--- src/armi_pkg.sv ---
// armi_pkg: constants and types for the reclose mode and initiation block
// assumes a single 10 MHz system clock domain
package armi_pkg;
    localparam int unsigned CLK_HZ           = 10_000_000;
    localparam int unsigned MODE_DELAY_MS    = 100;
    localparam int unsigned MODE_DELAY_CYC   = (CLK_HZ / 1000) * MODE_DELAY_MS;
    localparam int unsigned TRIP_SLOTS       = 5;
    localparam logic        AUTO_RESET_VALUE = 1'b0;

    // mode source selection
    localparam logic [1:0]  SRC_COMMAND = 2'h0;
    localparam logic [1:0]  SRC_LEVEL   = 2'h1;
    localparam logic [1:0]  SRC_USER    = 2'h2;
    localparam logic [1:0]  SRC_PULSE   = 2'h3;

    // stage initiation setting codes
    localparam logic [1:0]  INIT_NONE   = 2'h0;
    localparam logic [1:0]  INIT_MAIN   = 2'h1;
    localparam logic [1:0]  INIT_SENS   = 2'h2;

    typedef enum logic [1:0] {
        ARMI_NON_AUTO,
        ARMI_AUTO,
        ARMI_LIVE_LINE
    } armi_mode_type;
endpackage : armi_pkg

--- src/armi_core.sv ---
// armi_core: reclose operating mode selection, initiation qualification and
// instantaneous protection blocking
// assumes protection inputs are synchronous and selector/SCADA inputs are pins
//
// Overview of operation
// auto puts reclose in service; non-auto removes it and may block instantaneous protection
// live line keeps reclose out of service and never applies deselect or per-trip blocking
// command source takes auto or non-auto from the commanded mode cell
// level source selects auto while auto level input is high
// user source uses command cell when remote enable high, else level input
// pulse source toggles mode on each scada pulse falling edge, else level input
// live line force input overrides every other mode selection
// selector switch drives auto, remote enable and live line inputs per position
// auto, remote enable and live line inputs are delayed 100 ms
// moving to telecontrol keeps the previous mode until a scada pulse in pulse source, for one cycle only in user source
// each stage setting chooses main, sensitive or no reclose initiation
// external trip and start initiate only when external setting selects main
// initiation needs auto, no live line, shots left, trip command or coordination, lockout clear, in service
// relevant protection trip is routed to the trip command input
// per trip number, main and sensitive settings block instantaneous elements
// fault frequency setting blocks at one below lockout count
// lockout, manual close and non-auto blocks each have their own setting
// reclose in service output asserted only in auto mode
// after reset mode is non-auto and input delays restart
`timescale 1ns/1ps
module armi_core
    import armi_pkg::*;
#(
    parameter int unsigned STAGES    = 8,
    parameter int unsigned DELAY_CYC = MODE_DELAY_CYC,
    parameter int unsigned CNT_W     = 20
) (
    // clock and reset
    input  wire logic                 clk_sys_in,
    input  wire logic                 nrst_in,
    // mode selection
    input  wire logic [1:0]           mode_source_setting_in,
    input  wire logic                 command_auto_in,
    input  wire logic                 auto_level_input_in,
    input  wire logic                 remote_enable_in,
    input  wire logic                 live_line_force_input_in,
    // blocking settings
    input  wire logic                 deselect_block_setting_in,
    input  wire logic                 fault_frequency_block_setting_in,
    input  wire logic                 lockout_block_setting_in,
    input  wire logic                 manual_close_block_setting_in,
    input  wire logic [TRIP_SLOTS-1:0] per_trip_main_block_in,
    input  wire logic [TRIP_SLOTS-1:0] per_trip_sensitive_block_in,
    input  wire logic [2:0]           trip_number_in,
    // lockout status
    input  wire logic                 locked_out_in,
    input  wire logic                 manual_close_inhibit_in,
    input  wire logic                 ops_count_penultimate_in,
    input  wire logic                 fault_freq_penultimate_in,
    // initiation sources
    input  wire logic [STAGES*2-1:0]  stage_initiation_setting_in,
    input  wire logic [STAGES-1:0]    stage_operate_in,
    input  wire logic                 trip_command_in,
    input  wire logic [1:0]           external_init_setting_in,
    input  wire logic                 external_trip_initiate_in,
    input  wire logic                 external_start_initiate_in,
    // initiation qualifiers
    input  wire logic                 main_shots_reached_in,
    input  wire logic                 sensitive_shots_reached_in,
    input  wire logic                 seq_coord_enable_in,
    input  wire logic                 breaker_ops_lockout_flag_in,
    input  wire logic                 breaker_in_service_flag_in,
    // outputs
    output logic [1:0]                mode_out,
    output logic                      reclose_in_service_flag_out,
    output logic                      main_initiate_out,
    output logic                      sensitive_initiate_out,
    output logic                      block_main_inst_out,
    output logic                      block_sensitive_inst_out
);
    // synchronisers for pin inputs
    logic [2:0] sync1;
    logic [2:0] sync2;
    always_ff @(posedge clk_sys_in or negedge nrst_in) begin
        if (!nrst_in) begin
            sync1 <= 3'h0;
            sync2 <= 3'h0;
        end else begin
            sync1 <= {live_line_force_input_in, remote_enable_in, auto_level_input_in};
            sync2 <= sync1;
        end
    end

    // 100 ms qualification delay per input: output follows after stable period
    logic [2:0] dly;
    genvar gi;
    generate
        for (gi = 0; gi < 3; gi++) begin : g_dly
            logic [CNT_W-1:0] cnt;
            always_ff @(posedge clk_sys_in or negedge nrst_in) begin
                if (!nrst_in) begin
                    cnt     <= '0;
                    dly[gi] <= 1'b0;
                end else if (sync2[gi] == dly[gi]) begin
                    cnt <= '0;
                end else if (cnt >= CNT_W'(DELAY_CYC - 1)) begin
                    cnt     <= '0;
                    dly[gi] <= sync2[gi];
                end else begin
                    cnt <= cnt + 1'b1;
                end
            end
        end
    endgenerate

    wire auto_d   = dly[0];
    wire remote_d = dly[1];
    wire live_d   = dly[2];

    // telecontrol rise, and scada pulse falling edge on the auto line while telecontrol is held
    logic remote_prev;
    logic auto_prev;
    logic auto_state;
    wire  remote_rise = ~remote_prev & remote_d;
    wire  pulse_fall  = auto_prev & ~auto_d & remote_prev & remote_d; // no toggle on a switch move

    // next stored auto state by source
    logic next_auto;
    always_comb begin
        next_auto = auto_state;
        case (mode_source_setting_in)
            SRC_COMMAND: next_auto = command_auto_in;
            SRC_LEVEL:   next_auto = auto_d;
            SRC_USER: begin
                if (remote_d) next_auto = remote_rise ? auto_state : command_auto_in;
                else          next_auto = auto_d;
            end
            SRC_PULSE: begin
                if (!remote_d)       next_auto = auto_d;
                else if (pulse_fall) next_auto = ~auto_state;
                else                 next_auto = auto_state;
            end
            default:     next_auto = auto_state;
        endcase
    end

    always_ff @(posedge clk_sys_in or negedge nrst_in) begin
        if (!nrst_in) begin
            auto_state  <= AUTO_RESET_VALUE;
            remote_prev <= 1'b0;
            auto_prev   <= 1'b0;
        end else begin
            auto_state  <= next_auto;
            remote_prev <= remote_d;
            auto_prev   <= auto_d;
        end
    end

    // operating mode decode
    wire in_live = live_d;
    wire in_auto = auto_state & ~live_d;
    wire in_non  = ~auto_state & ~live_d;
    assign mode_out = in_live ? 2'(ARMI_LIVE_LINE) : (in_auto ? 2'(ARMI_AUTO) : 2'(ARMI_NON_AUTO));
    assign reclose_in_service_flag_out = in_auto;

    // stage initiation requests
    logic [STAGES-1:0] st_main;
    logic [STAGES-1:0] st_sens;
    generate
        for (gi = 0; gi < STAGES; gi++) begin : g_stage
            wire [1:0] cfg = stage_initiation_setting_in[gi*2 +: 2];
            assign st_main[gi] = stage_operate_in[gi] & (cfg == INIT_MAIN);
            assign st_sens[gi] = stage_operate_in[gi] & (cfg == INIT_SENS);
        end
    endgenerate

    // trip based initiation only through the trip command input
    wire ext_main   = (external_init_setting_in == INIT_MAIN);
    wire ext_trip   = ext_main & external_trip_initiate_in & trip_command_in;
    wire ext_start  = ext_main & external_start_initiate_in & seq_coord_enable_in;
    wire common_ok  = in_auto & ~live_d & ~breaker_ops_lockout_flag_in & breaker_in_service_flag_in;
    wire main_req   = ext_trip | ext_start | (trip_command_in & (|st_main))
                    | (seq_coord_enable_in & (|st_main));
    wire sens_req   = (trip_command_in | seq_coord_enable_in) & (|st_sens);
    wire shots_ok   = ~main_shots_reached_in & ~sensitive_shots_reached_in;

    // initiation outputs registered
    always_ff @(posedge clk_sys_in or negedge nrst_in) begin
        if (!nrst_in) begin
            main_initiate_out      <= 1'b0;
            sensitive_initiate_out <= 1'b0;
        end else begin
            main_initiate_out      <= common_ok & shots_ok & main_req;
            sensitive_initiate_out <= common_ok & shots_ok & sens_req;
        end
    end

    // instantaneous blocking terms
    wire       slot_ok   = (trip_number_in != 3'h0) && (trip_number_in <= 3'(TRIP_SLOTS));
    wire [2:0] slot      = slot_ok ? 3'(trip_number_in - 3'h1) : 3'h0;
    wire       trip_main = slot_ok & per_trip_main_block_in[slot];
    wire       trip_sens = slot_ok & per_trip_sensitive_block_in[slot];
    wire       ff_blk    = fault_frequency_block_setting_in
                         & (ops_count_penultimate_in | fault_freq_penultimate_in);
    wire       lock_blk  = (lockout_block_setting_in & locked_out_in)
                         | (manual_close_block_setting_in & manual_close_inhibit_in)
                         | (deselect_block_setting_in & in_non);
    wire       common_blk = ff_blk | lock_blk;

    always_ff @(posedge clk_sys_in or negedge nrst_in) begin
        if (!nrst_in) begin
            block_main_inst_out      <= 1'b0;
            block_sensitive_inst_out <= 1'b0;
        end else begin
            block_main_inst_out      <= common_blk | (in_auto & trip_main);
            block_sensitive_inst_out <= common_blk | (in_auto & trip_sens);
        end
    end
endmodule : armi_core

--- config.mk ---
export PLATFORM = sky130hd
export DESIGN_NAME = armi_core
export DESIGN_NICKNAME = d
export VERILOG_FILES = /design/src/armi_pkg.sv /design/src/armi_core.sv
export SDC_FILE = /design/constraint.sdc
export NUM_CORES = 1
export LEC_CHECK = 0
export ABC_AREA = 1
export BUFFER_PORTS_ARGS = -buffer_cell sky130_fd_sc_hd__buf_2
export CORE_MARGIN = 10
export CORE_UTILIZATION = 57
export CTS_CLUSTER_SIZE = 30
export DETAILED_ROUTE_END_ITERATION = 8
export GPL_TIMING_DRIVEN = 0
export PLACE_DENSITY = 0.88
export SETUP_SLACK_MARGIN = 0.02
export SLEW_MARGIN = 20
export SYNTH_ARGS = -nofsm -noshare
export SYNTH_HDL_FRONTEND = slang
export SYNTH_SLANG_ARGS = --single-unit
--- constraint.sdc ---
create_clock -name clk_sys_in -period 1.9 [get_ports clk_sys_in]
set_input_delay 0.38 -clock clk_sys_in [delete_from_list [all_inputs] [get_ports clk_sys_in]]
set_output_delay 0.38 -clock clk_sys_in [all_outputs]
set_load 0.05 [all_outputs]
==> metrics.txt <==
Cells after DPL=~730; CP required=between 1.5 and 2 ns; Longest Clk Path Bufs=2; FF+latch count, synth=76; CTS tree=built; number of I/O pins=70; leak pwr=roughly 2.4 nW; Pwr Density=between 600 and 700 nW/um^2; Die X=107 um; dominant cells by area after synthesis=dfrtp_1, nor2_1, nand2_1; Congestion Overflow GR=0; crit path DAT=1.40 ns; Synthesis Warnings=0; synthesized cell area=4320 um^2; clock latency on the worst-skew pair=0.35 ns; Core Rows=31; layout cells sized above 1=0.183; max cap viols=0; Final HPWL DP=7.42 mm; Placer Congestion=0.944; Die H=107 um; synthesized net count=634; Setup crit end kind=output port; cell chain of the critical path=nor2_2 > buf_4 > buf_2; post-synthesis cell count=565; Fmax achieved=0.561 GHz; fin crit period=1.78 ns; syn_area_per_cell=7.65 um^2; crit share post-route=0.939; commonest cells after routing, fill and taps aside=nor2_1, nand2_1, dfrtp_1; ys flop type=dfrtp_1; drt pass-1 iters=7; CP Class=reg -> out; vias in the first global route=3,841; area occupied by multi-input gates=2140 um^2; FF/Latch Area=1900 um^2; largest net degree at the start of global routing=61; Post-Route Skew=0.00859 ns; GRT Total Usage=0.176; die area=around 11,000 um^2; Clock H-tree levels=3; CTS clk-pin slew, worst paths=about 0.080 ns; Initial Util=0.590; area growth from synthesis to layout=17.0%; CTS buffer count=9; RSZ-0062 raised after global routing=false; Slew Limit Headroom=0.808; Cell Count, Final, Fillers Out=751; asr flop ratio synth=1.00; status=finished, final reports clean; Buffers on Ports=about 70; Least-Margin Pin Slew=0.285 ns; Worst path top cell family by delay=flip-flops; remaining antenna violation count after routing=0; register area share after synthesis=0.440; final WL=9.84 mm; Worst setup SP type=flop; Vias=around 3.8k; Worst Hold Class=in -> reg; Max Transition Viols Final=0; total power=about 3.3 mW; Worst path slowest cell=dfrtp_1; Inserted Diodes=0; number of flops mapped to enable cells by yosys=0; maximum vdd drop=0.627 mV; clk root buf=clkbuf_8; first-pass GRT wire length=16.8 mm; DR iter-0 viols=156; Final Setup Violations=0; CTS Sinks=76; top cell type's share of synthesized area=0.440; # fillers=roughly 580; post-CTS setup buffers=0; Yosys cell types=34; Final nets=716; Fin Setup TNS=0 ns; CP peak stage delay=0.43 ns; commonest non-fill, non-tap cell in the layout=nor2_1; core box area=about 7300 um^2; Routed WL per cell=about 13 um; CP Max Fanout=4; via-per-instance ratio=~5.1; final hold violation count=0; leading area contributor after synthesis=dfrtp_1; DRC viols=0; initial antenna violation count=0; CP Buf/Inv Count=2
## kinds of logic after synthesis
family | after synthesis | share of synthesized area
AOI/OAI and AO/OA | 39 | 0.0532
and+or+nand+nor | 326 | 0.330
adders and majority gates | 6 | 0.0174
DFF | 76 | 0.440
buffers and inverters | 72 | 0.0663
xor gates and xnor gates | 46 | 0.0932
## state kept, by name, indices dropped and copies added (netlist names)
name                      cells
auto_d                        1
auto_prev                     1
auto_state                    1
block_main_inst_out           1
block_sensitive_inst_out      1
g_dly.cnt                    60
in_live                       1
main_initiate_out             1
remote_d                      1
remote_prev                   1
sensitive_initiate_out        1
sync1                         3
sync2                         3
## repair_timing
item | 4_1_cts | 5_1_grt
hold buffers | 1 | 0
gates resized for setup | 1 | 0
hold endpoints to repair | 16 | 0
endpoints found under the setup margin | 1 | 0
## final timing paths
| kind | startpoint | cells after the start | slack (ns) | endpoint |
|---|---|---|---|---|
| setup reg to reg | g_dly[2].cnt[12] | 7 | 0.33 | g_dly[2].cnt[3] |
| hold / removal | remote_enable_in | 1 | 0.13 | sync1[1] |
| setup / recovery | in_live | 3 | 0.12 | mode_out[0] |
| hold reg to reg | sync1[2] | 0 | 0.34 | sync2[2] |
| max in group asynchronous | nrst_in | 3 | 0.90 | g_dly[1].cnt[16] |
| min in group asynchronous | nrst_in | 2 | 0.44 | g_dly[2].cnt[10] |
## synthesized netlist by cell type (3+ instances only)
| master | instances |
|---|---|
| nor2_1 | 118 |
| nand2_1 | 114 |
| dfrtp_1 | 76 |
| inv_1 | 60 |
| nand3_1 | 42 |
| xor2_1 | 33 |
| o21ai_0 | 19 |
| nand4_1 | 15 |
| xnor2_1 | 13 |
| nor3_1 | 9 |
| buf_2 | 7 |
| nand2_2 | 7 |
| nor2_2 | 7 |
| a21oi_1 | 6 |
| ha_1 | 6 |
| o21bai_1 | 5 |
| nand3b_1 | 4 |
| inv_2 | 3 |
| o21ai_1 | 3 |
## per-stage QoR
step | cell area (um^2) | hold WS [ns] | util | setup slack [ns]
2_1_floorplan | 4320 | 0.0844 | - | 0.0282
3_3_place_gp | 4790 | 0.336 | 0.654 | 0.00907
3_5_place_dp | 4820 | 0.268 | 0.658 | 0.243
4_1_cts | 5060 | 0.121 | 0.690 | 0.0998
5_1_grt | 5060 | 0.118 | 0.690 | 0.0586
6_report | 5060 | 0.132 | 0.690 | 0.116
## per-layer routing
layer,wire [um],part of all wire,GRT usage
met1,4060,0.41,0.195
met2,5270,0.54,0.322
met3,374,0.038,0.0377
met4,133,0.014,0.0638
met5,0,0,0
## power by group
group / leakage [nW] / internal, mW / total [mW] / switching (mW)
combinational: 1.27 / 0.114 / 0.285 / 0.171
clock: 0.106 / 0.781 / 1.39 / 0.605
sequential: 1.03 / 1.64 / 1.66 / 0.0183
## area by class of cell
class | instances | area share
inverters | 63 | 0.0467
repair buffers | 71 | 0.0761
clock inverters | 5 | 0.0166
clock buffers | 11 | 0.0279
flip-flops and latches | 76 | 0.376
plain buffers | 9 | 0.00989
multi-input cells | 417 | 0.422
well taps | 99 | 0.0245
## worst reg2reg max path: stages, from the launching register on
cell and delay, ns:
dfrtp_1 0.42, nor2_1 0.16, nand3_1 0.08, nor2_1 0.19
o21ai_1 0.17, nand4_1 0.12, buf_2 0.24, nor2_1 0.07
(Power assumes the default switching activity.)
